==> src/verilog/cdd_consts.svh <==
// constants of the character display instruction decoder
`ifndef CDD_CONSTS_SVH
`define CDD_CONSTS_SVH
`define SYS_CLK_MHZ   40
`define CLEAR_TIME_US 6200
`define CLEAR_CYC     (`CLEAR_TIME_US * `SYS_CLK_MHZ)
`define EXEC_TIME_NS  100
`define EXEC_CYC      ((`EXEC_TIME_NS * `SYS_CLK_MHZ + 999) / 1000)
`define CNT_W         18
`define DD_AW         7
`define CG_AW         6
`define BUF_W         16
`define BLANK_CODE    8'h20
`define LINE_LEN      6'h28
`define BW_RST        1'h1
`define INCR_RST      1'h1
`define FT_RST        2'h0
`define FT_UNUSED     2'h3
`define SH_MOVE       2'h0
`define SH_MODE       2'h3
`endif

==> src/verilog/cdd_pkg.sv <==
// types of the character display instruction decoder
`default_nettype none
package cdd_pkg;
  typedef enum logic [3:0] {
    ST_IDLE  = 4'h1,
    ST_PUSH  = 4'h2,
    ST_CLEAR = 4'h4,
    ST_WAIT  = 4'h8
  } cdd_state_e;
endpackage
`default_nettype wire

==> src/verilog/cdd_decoder.sv <==
// instruction decoder and address counter of a character display controller
//------------------------------------------------------------
// Notes on behaviour
// two host registers: reg_select low instruction, high data.
// while busy, only the busy-and-address read is honoured.
// busy is 1 during execution, 0 once accepting again.
// host polls busy or spaces instructions beyond execution time.
// clear fills display ram with blanks, address counter to 0.
// return home zeroes counter and display shift, ram untouched.
// host keeps lowest data bit 0 for return home.
// entry mode latches increment/decrement and shift-on-entry.
// shift-on-entry shifts the display with each data access.
// display control latches display, cursor and blink enables.
// shift instruction moves cursor or shifts display, ram untouched.
// mode instruction latches graphic/character select.
// mode instruction latches dc-dc converter power.
// function set latches width, lines, font height, font table.
// glyph address set loads counter, targets glyph ram.
// display address set loads counter, targets display ram.
// status read gives busy on DB7, counter on DB6..DB0.
// data write stores byte at counter in selected ram.
// data read returns byte at counter from selected ram.
// every ram access steps counter by one per direction.
// updated counter is shown only after busy drops.
// four-bit width uses upper lines, two nibbles a byte.
// font table codes 00..10; 11 unused; reset 00.
// clear also forces increment, shift-on-entry unchanged.
// upper nibble first, lower second; busy after whole byte.
// instruction write sets busy, decodes highest set bit, executes.
//------------------------------------------------------------
`default_nettype none
`include "cdd_consts.svh"
module cdd_decoder
  import cdd_pkg::*;
#(
  parameter int CLEAR_CYC = `CLEAR_CYC
) (
  // clock and reset
  input  wire logic       sys_clk_i,
  input  wire logic       rst_b_i,
  // host bus pins
  input  wire logic       reg_select_i,
  input  wire logic       read_write_sel_i,
  input  wire logic       bus_strobe_i,
  input  wire logic       chip_select_n_i,
  input  wire logic [7:0] db_i,
  output logic      [7:0] db_o,
  output logic            db_oe_b_o,
  // status
  output logic            busy_indicator_o,
  output logic      [6:0] addr_counter_o,
  output logic      [5:0] disp_shift_o,
  // configuration
  output logic            display_on_o,
  output logic            cursor_on_o,
  output logic            blink_on_o,
  output logic            incr_decr_o,
  output logic            shift_on_entry_o,
  output logic            graphic_char_sel_o,
  output logic            dcdc_power_o,
  output logic            bus_width_sel_o,
  output logic            line_count_sel_o,
  output logic            font_height_sel_o,
  output logic      [1:0] font_table_sel_o
);
  localparam int EXEC_CYC = `EXEC_CYC;

  //------------------------------------------------------------
  // pin synchronisers
  //------------------------------------------------------------
  logic [11:0] pin_s1_reg;
  logic [11:0] pin_s2_reg;
  logic        strb_d_reg;

  always_ff @(posedge sys_clk_i) begin
    if (!rst_b_i) begin
      pin_s1_reg <= 12'h800;
      pin_s2_reg <= 12'h800;
      strb_d_reg <= 1'h0;
    end else begin
      pin_s1_reg <= {chip_select_n_i, bus_strobe_i, reg_select_i, read_write_sel_i, db_i};
      pin_s2_reg <= pin_s1_reg;
      strb_d_reg <= pin_s2_reg[10];
    end
  end

  logic       sel_s;
  logic       strb_s;
  logic       rs_s;
  logic       rw_s;
  logic [7:0] db_s;
  logic       stb_rise;

  assign sel_s    = ~pin_s2_reg[11];
  assign strb_s   = pin_s2_reg[10];
  assign rs_s     = pin_s2_reg[9];
  assign rw_s     = pin_s2_reg[8];
  assign db_s     = pin_s2_reg[7:0];
  assign stb_rise = sel_s & strb_s & ~strb_d_reg;

  //------------------------------------------------------------
  // registers
  //------------------------------------------------------------
  cdd_state_e state_reg;
  cdd_state_e state_next;
  logic [`CNT_W-1:0] cnt_reg;
  logic [`CNT_W-1:0] cnt_next;
  logic        busy_reg;
  logic [6:0]  ac_reg;
  logic [6:0]  ac_vis_reg;
  logic        glyph_sel_reg;
  logic [5:0]  shift_reg;
  logic        nib_reg;
  logic [3:0]  hi_nib_reg;
  logic [7:0]  rd_hold_reg;
  logic [7:0]  db_out_reg;
  logic        oe_b_reg;
  logic [7:0]  fill_cnt_reg;
  logic [`BUF_W-1:0] push_word_reg;
  logic        disp_on_reg;
  logic        cur_on_reg;
  logic        blink_reg;
  logic        incr_reg;
  logic        shent_reg;
  logic        gfx_reg;
  logic        dcdc_reg;
  logic        bw_reg;
  logic        lines_reg;
  logic        fh_reg;
  logic [1:0]  ft_reg;

  //------------------------------------------------------------
  // byte assembly and decode
  //------------------------------------------------------------
  logic       byte_done;
  logic [7:0] wb;
  logic       cmd_go;
  logic       dat_go;

  // four-bit mode carries a byte as two upper-line nibbles
  // byte is complete only on the second nibble
  assign byte_done = stb_rise & (bw_reg | nib_reg);
  assign wb        = bw_reg ? db_s : {hi_nib_reg, db_s[7:4]};
  // reg_select picks instruction or data register
  // busy blocks all but the status read
  assign cmd_go    = byte_done & ~rs_s & ~rw_s & ~busy_reg;
  assign dat_go    = byte_done & rs_s & ~busy_reg;

  logic is_dda;
  logic is_cga;
  logic is_fn;
  logic is_sh;
  logic is_dc;
  logic is_em;
  logic is_home;
  logic is_clr;

  // opcode given by highest set data bit
  assign is_dda  = wb[7];
  assign is_cga  = (wb[7:6] == 2'h1);
  assign is_fn   = (wb[7:5] == 3'h1);
  assign is_sh   = (wb[7:4] == 4'h1);
  assign is_dc   = (wb[7:3] == 5'h01);
  assign is_em   = (wb[7:2] == 6'h01);
  assign is_home = (wb[7:1] == 7'h01);
  assign is_clr  = (wb == 8'h01);

  logic [6:0] ac_step;
  logic [6:0] ac_move;
  logic [5:0] sh_left;
  logic [5:0] sh_right;

  // glyph addresses wrap within six bits
  assign ac_move  = incr_reg ? ac_reg + 7'h01 : ac_reg - 7'h01;
  assign ac_step  = glyph_sel_reg ? {1'h0, ac_move[5:0]} : ac_move;
  assign sh_left  = (shift_reg == 6'h00) ? `LINE_LEN - 6'h01 : shift_reg - 6'h01;
  assign sh_right = (shift_reg == `LINE_LEN - 6'h01) ? 6'h00 : shift_reg + 6'h01;

  //------------------------------------------------------------
  // ram and write buffer
  //------------------------------------------------------------
  logic              buf_in_ready;
  logic              buf_out_valid;
  logic              buf_out_ready;
  logic [`BUF_W-1:0] buf_out_data;
  logic              fill_act;
  logic              dd_we;
  logic [6:0]        dd_waddr;
  logic [7:0]        dd_wdata;
  logic              cg_we;
  logic [7:0]        dd_rdata;
  logic [7:0]        cg_rdata;

  // clearing owns the display ram port, so drained writes wait
  assign buf_out_ready = (state_reg != ST_CLEAR);
  assign fill_act      = (state_reg == ST_CLEAR) & ~fill_cnt_reg[7];
  assign dd_we    = fill_act | (buf_out_valid & buf_out_ready & ~buf_out_data[15]);
  assign dd_waddr = fill_act ? fill_cnt_reg[6:0] : buf_out_data[14:8];
  assign dd_wdata = fill_act ? `BLANK_CODE : buf_out_data[7:0];
  assign cg_we    = buf_out_valid & buf_out_ready & buf_out_data[15];

  cdd_buf2 #(.W(`BUF_W)) u_wbuf (
    .sys_clk_i   (sys_clk_i),
    .rst_b_i     (rst_b_i),
    .in_valid_i  (state_reg == ST_PUSH),
    .in_ready_o  (buf_in_ready),
    .in_data_i   (push_word_reg),
    .out_valid_o (buf_out_valid),
    .out_ready_i (buf_out_ready),
    .out_data_o  (buf_out_data)
  );

  cdd_ram #(.AW(`DD_AW)) u_dd_ram (
    .sys_clk_i (sys_clk_i),
    .we_i      (dd_we),
    .waddr_i   (dd_waddr),
    .wdata_i   (dd_wdata),
    .raddr_i   (ac_reg),
    .rdata_o   (dd_rdata)
  );

  cdd_ram #(.AW(`CG_AW)) u_cg_ram (
    .sys_clk_i (sys_clk_i),
    .we_i      (cg_we),
    .waddr_i   (buf_out_data[13:8]),
    .wdata_i   (buf_out_data[7:0]),
    .raddr_i   (ac_reg[5:0]),
    .rdata_o   (cg_rdata)
  );

  //------------------------------------------------------------
  // execution sequencer
  //------------------------------------------------------------
  always_comb begin
    state_next = state_reg;
    cnt_next   = cnt_reg;
    case (state_reg)
      ST_IDLE: begin
        if (cmd_go && is_clr) begin
          state_next = ST_CLEAR;
          cnt_next   = `CNT_W'(CLEAR_CYC - 1);
        end else if (cmd_go || (dat_go && rw_s)) begin
          state_next = ST_WAIT;
          cnt_next   = `CNT_W'(EXEC_CYC - 1);
        end else if (dat_go) begin
          state_next = ST_PUSH;
        end
      end
      ST_PUSH: begin
        if (buf_in_ready) begin
          state_next = ST_WAIT;
          cnt_next   = `CNT_W'(EXEC_CYC - 1);
        end
      end
      ST_CLEAR: begin
        if (cnt_reg != '0) begin
          cnt_next = cnt_reg - `CNT_W'(1);
        end else if (fill_cnt_reg[7]) begin
          state_next = ST_IDLE;
        end
      end
      ST_WAIT: begin
        if (cnt_reg == '0) begin
          state_next = ST_IDLE;
        end else begin
          cnt_next = cnt_reg - `CNT_W'(1);
        end
      end
      default: begin
        state_next = ST_IDLE;
        cnt_next   = '0;
      end
    endcase
  end

  // busy follows execution, drops as the block goes idle
  always_ff @(posedge sys_clk_i) begin
    if (!rst_b_i) begin
      state_reg <= ST_IDLE;
      cnt_reg   <= '0;
      busy_reg  <= 1'h0;
    end else begin
      state_reg <= state_next;
      cnt_reg   <= cnt_next;
      busy_reg  <= (state_next != ST_IDLE);
    end
  end

  // blank fill of the display ram during clear
  always_ff @(posedge sys_clk_i) begin
    if (!rst_b_i) begin
      fill_cnt_reg <= 8'h80;
    end else if (cmd_go && is_clr) begin
      fill_cnt_reg <= 8'h00;
    end else if (fill_act) begin
      fill_cnt_reg <= fill_cnt_reg + 8'h01;
    end
  end

  // write goes to the ram last chosen, at the old counter
  always_ff @(posedge sys_clk_i) begin
    if (!rst_b_i) begin
      push_word_reg <= '0;
    end else if (dat_go && !rw_s) begin
      push_word_reg <= {glyph_sel_reg, ac_reg, wb};
    end
  end

  //------------------------------------------------------------
  // address counter and display shift
  //------------------------------------------------------------
  always_ff @(posedge sys_clk_i) begin
    if (!rst_b_i) begin
      ac_reg        <= 7'h00;
      glyph_sel_reg <= 1'h0;
    end else if (cmd_go) begin
      // clear and home both restart at display address 0
      // home only repositions
      if (is_clr || is_home) begin
        ac_reg        <= 7'h00;
        glyph_sel_reg <= 1'h0;
      // display address set
      end else if (is_dda) begin
        ac_reg        <= wb[6:0];
        glyph_sel_reg <= 1'h0;
      // glyph address set
      end else if (is_cga) begin
        ac_reg        <= {1'h0, wb[5:0]};
        glyph_sel_reg <= 1'h1;
      // cursor move steps the counter
      end else if (is_sh && wb[1:0] == `SH_MOVE && !wb[3]) begin
        ac_reg <= wb[2] ? ac_reg + 7'h01 : ac_reg - 7'h01;
      end
    // step after every ram read or write
    end else if (dat_go) begin
      ac_reg <= ac_step;
    end
  end

  // counter shown to status reads only once busy is down
  always_ff @(posedge sys_clk_i) begin
    if (!rst_b_i) begin
      ac_vis_reg <= 7'h00;
    end else if (!busy_reg) begin
      ac_vis_reg <= ac_reg;
    end
  end

  always_ff @(posedge sys_clk_i) begin
    if (!rst_b_i) begin
      shift_reg <= 6'h00;
    end else if (cmd_go && (is_clr || is_home)) begin
      shift_reg <= 6'h00;
    // display shift keeps ram and counter
    end else if (cmd_go && is_sh && wb[1:0] == `SH_MOVE && wb[3]) begin
      shift_reg <= wb[2] ? sh_right : sh_left;
    // shift rides along with each data access
    end else if (dat_go && shent_reg) begin
      shift_reg <= incr_reg ? sh_left : sh_right;
    end
  end

  //------------------------------------------------------------
  // mode latches
  //------------------------------------------------------------
  always_ff @(posedge sys_clk_i) begin
    if (!rst_b_i) begin
      disp_on_reg <= 1'h0;
      cur_on_reg  <= 1'h0;
      blink_reg   <= 1'h0;
      incr_reg    <= `INCR_RST;
      shent_reg   <= 1'h0;
      gfx_reg     <= 1'h0;
      dcdc_reg    <= 1'h0;
      bw_reg      <= `BW_RST;
      lines_reg   <= 1'h0;
      fh_reg      <= 1'h0;
      ft_reg      <= `FT_RST;
    end else if (cmd_go) begin
      // clear forces increment only
      if (is_clr) begin
        incr_reg <= 1'h1;
      end
      // entry mode bits
      if (is_em) begin
        incr_reg  <= wb[1];
        shent_reg <= wb[0];
      end
      // display enables
      if (is_dc) begin
        disp_on_reg <= wb[2];
        cur_on_reg  <= wb[1];
        blink_reg   <= wb[0];
      end
      // graphic select
      // converter power
      if (is_sh && wb[1:0] == `SH_MODE) begin
        gfx_reg  <= wb[3];
        dcdc_reg <= wb[2];
      end
      // function set fields
      if (is_fn) begin
        bw_reg    <= wb[4];
        lines_reg <= wb[3];
        fh_reg    <= wb[2];
        // unused font table code leaves the table alone
        if (wb[1:0] != `FT_UNUSED) begin
          ft_reg <= wb[1:0];
        end
      end
    end
  end

  //------------------------------------------------------------
  // pin side: nibble phase and read data
  //------------------------------------------------------------
  // upper nibble first; phase resets in eight-bit mode
  always_ff @(posedge sys_clk_i) begin
    if (!rst_b_i || bw_reg) begin
      nib_reg    <= 1'h0;
      hi_nib_reg <= 4'h0;
    end else if (stb_rise) begin
      nib_reg    <= ~nib_reg;
      hi_nib_reg <= nib_reg ? hi_nib_reg : db_s[7:4];
    end
  end

  // status word is busy plus visible counter
  // data read returns the selected ram at the counter
  always_ff @(posedge sys_clk_i) begin
    if (!rst_b_i) begin
      rd_hold_reg <= 8'h00;
      db_out_reg  <= 8'h00;
    end else if (stb_rise && rw_s) begin
      if (!nib_reg) begin
        rd_hold_reg <= rs_s ? (glyph_sel_reg ? cg_rdata : dd_rdata) : {busy_reg, ac_vis_reg};
        db_out_reg  <= rs_s ? (glyph_sel_reg ? cg_rdata : dd_rdata) : {busy_reg, ac_vis_reg};
        if (!bw_reg) begin
          db_out_reg[3:0] <= 4'h0;
        end
      end else begin
        db_out_reg <= {rd_hold_reg[3:0], 4'h0};
      end
    end
  end

  // pins driven only while a selected read strobe is high
  always_ff @(posedge sys_clk_i) begin
    if (!rst_b_i) begin
      oe_b_reg <= 1'h1;
    end else begin
      oe_b_reg <= ~(sel_s & rw_s & strb_s);
    end
  end

  //------------------------------------------------------------
  // outputs
  //------------------------------------------------------------
  assign db_o               = db_out_reg;
  assign db_oe_b_o          = oe_b_reg;
  assign busy_indicator_o   = busy_reg;
  assign addr_counter_o     = ac_reg;
  assign disp_shift_o       = shift_reg;
  assign display_on_o       = disp_on_reg;
  assign cursor_on_o        = cur_on_reg;
  assign blink_on_o         = blink_reg;
  assign incr_decr_o        = incr_reg;
  assign shift_on_entry_o   = shent_reg;
  assign graphic_char_sel_o = gfx_reg;
  assign dcdc_power_o       = dcdc_reg;
  assign bus_width_sel_o    = bw_reg;
  assign line_count_sel_o   = lines_reg;
  assign font_height_sel_o  = fh_reg;
  assign font_table_sel_o   = ft_reg;

  //------------------------------------------------------------
  // assertions
  //------------------------------------------------------------
  a_busy_on_cmd: assert property (
    @(posedge sys_clk_i) disable iff (!rst_b_i)
    cmd_go |=> busy_reg ##1 busy_reg)
    else $error("busy not raised by instruction");

  a_busy_release: assert property (
    @(posedge sys_clk_i) disable iff (!rst_b_i)
    state_reg == ST_WAIT && cnt_reg == '0 |=> !busy_reg)
    else $error("busy not released after execution");

  a_clear_home: assert property (
    @(posedge sys_clk_i) disable iff (!rst_b_i)
    cmd_go && is_clr |=> ac_reg == 7'h00 && incr_reg && shift_reg == 6'h00
      && shent_reg == $past(shent_reg))
    else $error("clear did not reset counter and direction");

  a_busy_ignore: assert property (
    @(posedge sys_clk_i) disable iff (!rst_b_i)
    byte_done && busy_reg |=> $stable({disp_on_reg, cur_on_reg, blink_reg, incr_reg,
      shent_reg, bw_reg, ft_reg}))
    else $error("instruction taken while busy");

  a_status_word: assert property (
    @(posedge sys_clk_i) disable iff (!rst_b_i)
    stb_rise && rw_s && !rs_s && bw_reg |=> db_out_reg == {$past(busy_reg), $past(ac_vis_reg)})
    else $error("status read word wrong");

  a_ac_step: assert property (
    @(posedge sys_clk_i) disable iff (!rst_b_i)
    dat_go && !glyph_sel_reg |=>
      ac_reg == ($past(incr_reg) ? $past(ac_reg) + 7'h01 : $past(ac_reg) - 7'h01))
    else $error("counter not stepped after ram access");

  a_ac_hidden: assert property (
    @(posedge sys_clk_i) disable iff (!rst_b_i)
    busy_reg |=> ac_vis_reg == $past(ac_vis_reg))
    else $error("counter shown while busy");

  a_ft_reserved: assert property (
    @(posedge sys_clk_i) disable iff (!rst_b_i)
    cmd_go && is_fn && wb[1:0] == `FT_UNUSED |=> ft_reg == $past(ft_reg))
    else $error("unused font table code taken");

  a_write_lands: assert property (
    @(posedge sys_clk_i) disable iff (!rst_b_i)
    dat_go && !rw_s |=> state_reg == ST_PUSH && push_word_reg[7:0] == $past(wb))
    else $error("data write not queued");
endmodule
`default_nettype wire

==> src/verilog/cdd_ram.sv <==
// byte-wide ram with registered read data
`default_nettype none
module cdd_ram #(
  parameter int AW = 7
) (
  // clock
  input  wire logic          sys_clk_i,
  // write port
  input  wire logic          we_i,
  input  wire logic [AW-1:0] waddr_i,
  input  wire logic [7:0]    wdata_i,
  // read port
  input  wire logic [AW-1:0] raddr_i,
  output logic      [7:0]    rdata_o
);
  logic [7:0] mem_reg [2**AW];
  logic [7:0] rdata_reg;

  always_ff @(posedge sys_clk_i) begin
    if (we_i) begin
      mem_reg[waddr_i] <= wdata_i;
    end
  end

  always_ff @(posedge sys_clk_i) begin
    rdata_reg <= mem_reg[raddr_i];
  end

  assign rdata_o = rdata_reg;
endmodule
`default_nettype wire

==> src/verilog/cdd_buf2.sv <==
// two-entry buffer with valid and ready on both sides
`default_nettype none
module cdd_buf2 #(
  parameter int W = 16
) (
  // clock and reset
  input  wire logic         sys_clk_i,
  input  wire logic         rst_b_i,
  // fill side
  input  wire logic         in_valid_i,
  output logic              in_ready_o,
  input  wire logic [W-1:0] in_data_i,
  // drain side
  output logic              out_valid_o,
  input  wire logic         out_ready_i,
  output logic      [W-1:0] out_data_o
);
  logic [1:0]   cnt_reg;
  logic [W-1:0] ent0_reg;
  logic [W-1:0] ent1_reg;
  logic         push;
  logic         pop;

  assign in_ready_o  = (cnt_reg != 2'h2);
  assign out_valid_o = (cnt_reg != 2'h0);
  assign out_data_o  = ent0_reg;
  assign push        = in_valid_i & in_ready_o;
  assign pop         = out_valid_o & out_ready_i;

  always_ff @(posedge sys_clk_i) begin
    if (!rst_b_i) begin
      cnt_reg <= 2'h0;
    end else begin
      cnt_reg <= cnt_reg + {1'h0, push} - {1'h0, pop};
    end
  end

  // head shifts forward on pop; a push into an empty buffer lands directly at the head
  always_ff @(posedge sys_clk_i) begin
    if (pop) begin
      ent0_reg <= (cnt_reg == 2'h1) ? in_data_i : ent1_reg;
    end else if (push && cnt_reg == 2'h0) begin
      ent0_reg <= in_data_i;
    end
    if (push && !pop && cnt_reg == 2'h1) begin
      ent1_reg <= in_data_i;
    end
  end

  a_buf_order: assert property (@(posedge sys_clk_i) disable iff (!rst_b_i)
    pop && cnt_reg == 2'h2 |=> out_data_o == $past(ent1_reg))
    else $error("buffer lost word order");
endmodule
`default_nettype wire

==> config.mk <==
export PLATFORM = sky130hd
export DESIGN_NAME = cdd_decoder
export DESIGN_NICKNAME = d
export VERILOG_FILES = /design/src/verilog/cdd_pkg.sv /design/src/verilog/cdd_decoder.sv /design/src/verilog/cdd_ram.sv /design/src/verilog/cdd_buf2.sv
export VERILOG_INCLUDE_DIRS = /design/src /design/src/verilog
export SDC_FILE = /design/constraint.sdc
export NUM_CORES = 2
export LEC_CHECK = 0
export ABC_AREA = 0
export BUFFER_PORTS_ARGS = -buffer_cell sky130_fd_sc_hd__buf_2
export CAP_MARGIN = 25
export CORE_MARGIN = 2
export CORE_UTILIZATION = 25
export DETAILED_ROUTE_END_ITERATION = 10
export SLEW_MARGIN = 20
export SYNTH_ARGS = -nofsm -noshare
export SYNTH_HDL_FRONTEND = slang
export SYNTH_SLANG_ARGS = --single-unit
export TNS_END_PERCENT = 30
==> constraint.sdc <==
create_clock -name sys_clk_i -period 3.7 [get_ports sys_clk_i]
set_input_delay 0.74 -clock sys_clk_i [delete_from_list [all_inputs] [get_ports sys_clk_i]]
set_output_delay 0.74 -clock sys_clk_i [all_outputs]
set_load 0.1 [all_outputs]
==> flow_summary.toml <==
[run_status]
status = "completed"

[clock_tree]
tritoncts = "yes"
cts.sinks = 1709
clk_path_buf_depth = 3
cts_buffers = 163
cts_hold_buffers = 0
cts.clk_slew.worst_paths_ns = 0.06
root_buffer = "clkbuf_16"
clock_latency_ns = 0.81
cts_setup_buffers = 0
cts.htree.levels = 4

[cells_and_area]
largest_reg_flops = 1024
final_layout_size_suffix_gt1_share_pct = 26.8
fin_nets = 3978
syn_to_final_growth_pct = 17.7

[route]
drt_iter0_drc = 4220
vias = 35800
ant_nets = 0
routed_wl_um = 173000
drt_pass1_iterations = 5
wl_per_cell_um = 22.6
via_per_inst = 4.68
drc = 0

[worst_setup_path]
critical_path.max_fanout = 31
start_kind = "flop"
critPathRequiredTime_ns = 4.37
rrSetupSlack_ns = 0.09
worstSetupPathType = "flop to flop"
worstPathArrival_ns = 4.28
rr_worst_depth = 8
cp-end-kind = "flop"

[sta]
drv_slew = 0
fmax_mhz = 277
fin_crit_ns = 3.61
hold_ws_ns = 0.151
setup_viol = 0
tns_ns = 0
rsz0062_at_grt = "false"
slew_headroom_pct = 21.9
hold_viol = 0
final.period_utilization_pct = 97.6
tightest_slew_ns = 1.17
fin_worst_skew_ns = 0.0280

[floorplanning]
rows = 191
start_util_pct = 25.1
coreArea_sq_um = 270000
dieArea_sq_um = 275000
die_w_um = 525
ios = 49
die_h_um = 525

[min_path]
holdPathStages = 2
min_path_type = "primary input to flop"

[yosys]
synth_edf_count = 1568
synth_seq_area_share_pct = 73.6
avgSynthCellArea_sq_um = 18.8
synth_ff_type = "edfxtp_1"
netlist_top_cells_count = "1,568 x edfxtp_1, 411 x mux4_2, 293 x nor2_1"
synth.distinct_cells = 87
ys_warn_count = 0
synth_top_cell_by_area = "edfxtp_1"
syn_inst = 3603
async_reset_ff_share_pct = 0
ys_ff_latch = 1709
yosys-top-cells-area = "edfxtp_1 69%, mux4_2 14%, dfxtp_1 4.2%"
yosysTopAreaCellShare_pct = 69.5
yosysMostFrequentCell = "edfxtp_1"
syn-cell-area_sq_um = 67800

[pwr]
p_leak_nw = 24.4
power.density_nw_per_um2 = 537
irDropWorstVdd_v = 0.000446

[global_routing]
grtUsageTotal_pct = 12.2
antenna_found_initial = 3
grt_pass1_vias = 35800
grt_max_degree = 129
grt_pass1_wl_um = 252000
grt_overflow = 0

[run]
maxCapViolCount = 0

[placement]
dp_hpwl_um = 108000
io_buffers = 48
globalplace.congestion = 0.850
## stage by stage
step           instances  power, mW  setup slack (ns)  instance area (sq um)  util, %
3_5_place_dp        7359       26.6            0.0952                  74500     27.6
2_1_floorplan       3618       24.7           0.00253                  67800        -
6_report            7656       42.8            0.0889                  79800     29.5
5_1_grt             7656       44.1           0.00105                  79800     29.5
4_1_cts             7655       43.1            0.0947                  79800     29.5
3_3_place_gp        7358       26.5             0.125                  74500     27.5
## cell usage in the layout (no fill, tap or decap), drive strengths merged, types with 14 or more instances in the layout
cell	instances
a211oi	45
a21oi	78
a22oi	19
a31oi	17
and2	48
buf	375
bufinv	16
clkbuf	197
clkinv	74
conb	16
dfxtp	141
edfxtp	1568
inv	25
mux2	28
mux2i	107
mux4	411
nand2	154
nand2b	24
nand3	54
nor2	293
nor2b	38
nor3	60
nor4	14
o21ai	46
or2	16
or3	14
xor2	18
## cells by family after synthesis
| logic type | after synthesis | share of synthesized area (%) |
|---|---|---|
| compound gates | 322 | 3.24 |
| flops | 1709 | 73.6 |
| buf+inv | 224 | 1.54 |
| xor+xnor | 26 | 0.336 |
| other cells | 1 | 0.00553 |
| mux | 546 | 15.7 |
| simple gates | 765 | 5.33 |
| fa+ha+maj | 10 | 0.185 |
## path summary, 6_finish.rpt
path                          start                   to
setup / recovery  addr_counter_o[0]  u_dd_ram.rdata_o[6]
hold / removal      chip_select_n_i       pin_s1_reg[11]
setup reg to reg  addr_counter_o[0]  u_dd_ram.rdata_o[6]
hold reg to reg      pin_s1_reg[11]       pin_s2_reg[11]
## where the power goes
| part | internal [mW] | switching (mW) | total (mW) |
|---|---|---|---|
| sequential | 22.6 | 0.144 | 22.8 |
| clock | 9.47 | 7.25 | 16.7 |
| combinational | 0.659 | 2.66 | 3.32 |
| total | 32.8 | 10.1 | 42.8 |
## critical path, stage by stage (launching register included)
cell,delay (ns)
dfxtp_4,0.69
buf_12,0.30
buf_4,0.27
and2_1,0.55
a22oi_1,0.20
a211oi_1,0.58
nor3_1,0.09
a311oi_1,0.59
nor3_1,0.13
## cell type report
type	count	area (sq um)
inverter	20	75.1
clock inverter	99	965
tap	3570	4470
sequential	1709	49900
multi-input combinational	1685	16900
clock buffer	197	4320
timing repair buffer	375	3100
antenna	1	2.50
fill	26100	191000
## per-layer routing
metal / track usage [%] / wire [um] / part of all wire [%]
met1: 16.6 / 73600 / 43
met2: 19.9 / 83100 / 48
met3: 2.22 / 11200 / 6.5
met4: 3.72 / 4800 / 2.8
met5: 0 / 0 / 0
## repair_timing
item                       CTS  global route
setup endpoints to repair    0             7
hold endpoints to repair     0             0
resized for setup            0             1
(Power assumes the default switching activity.)
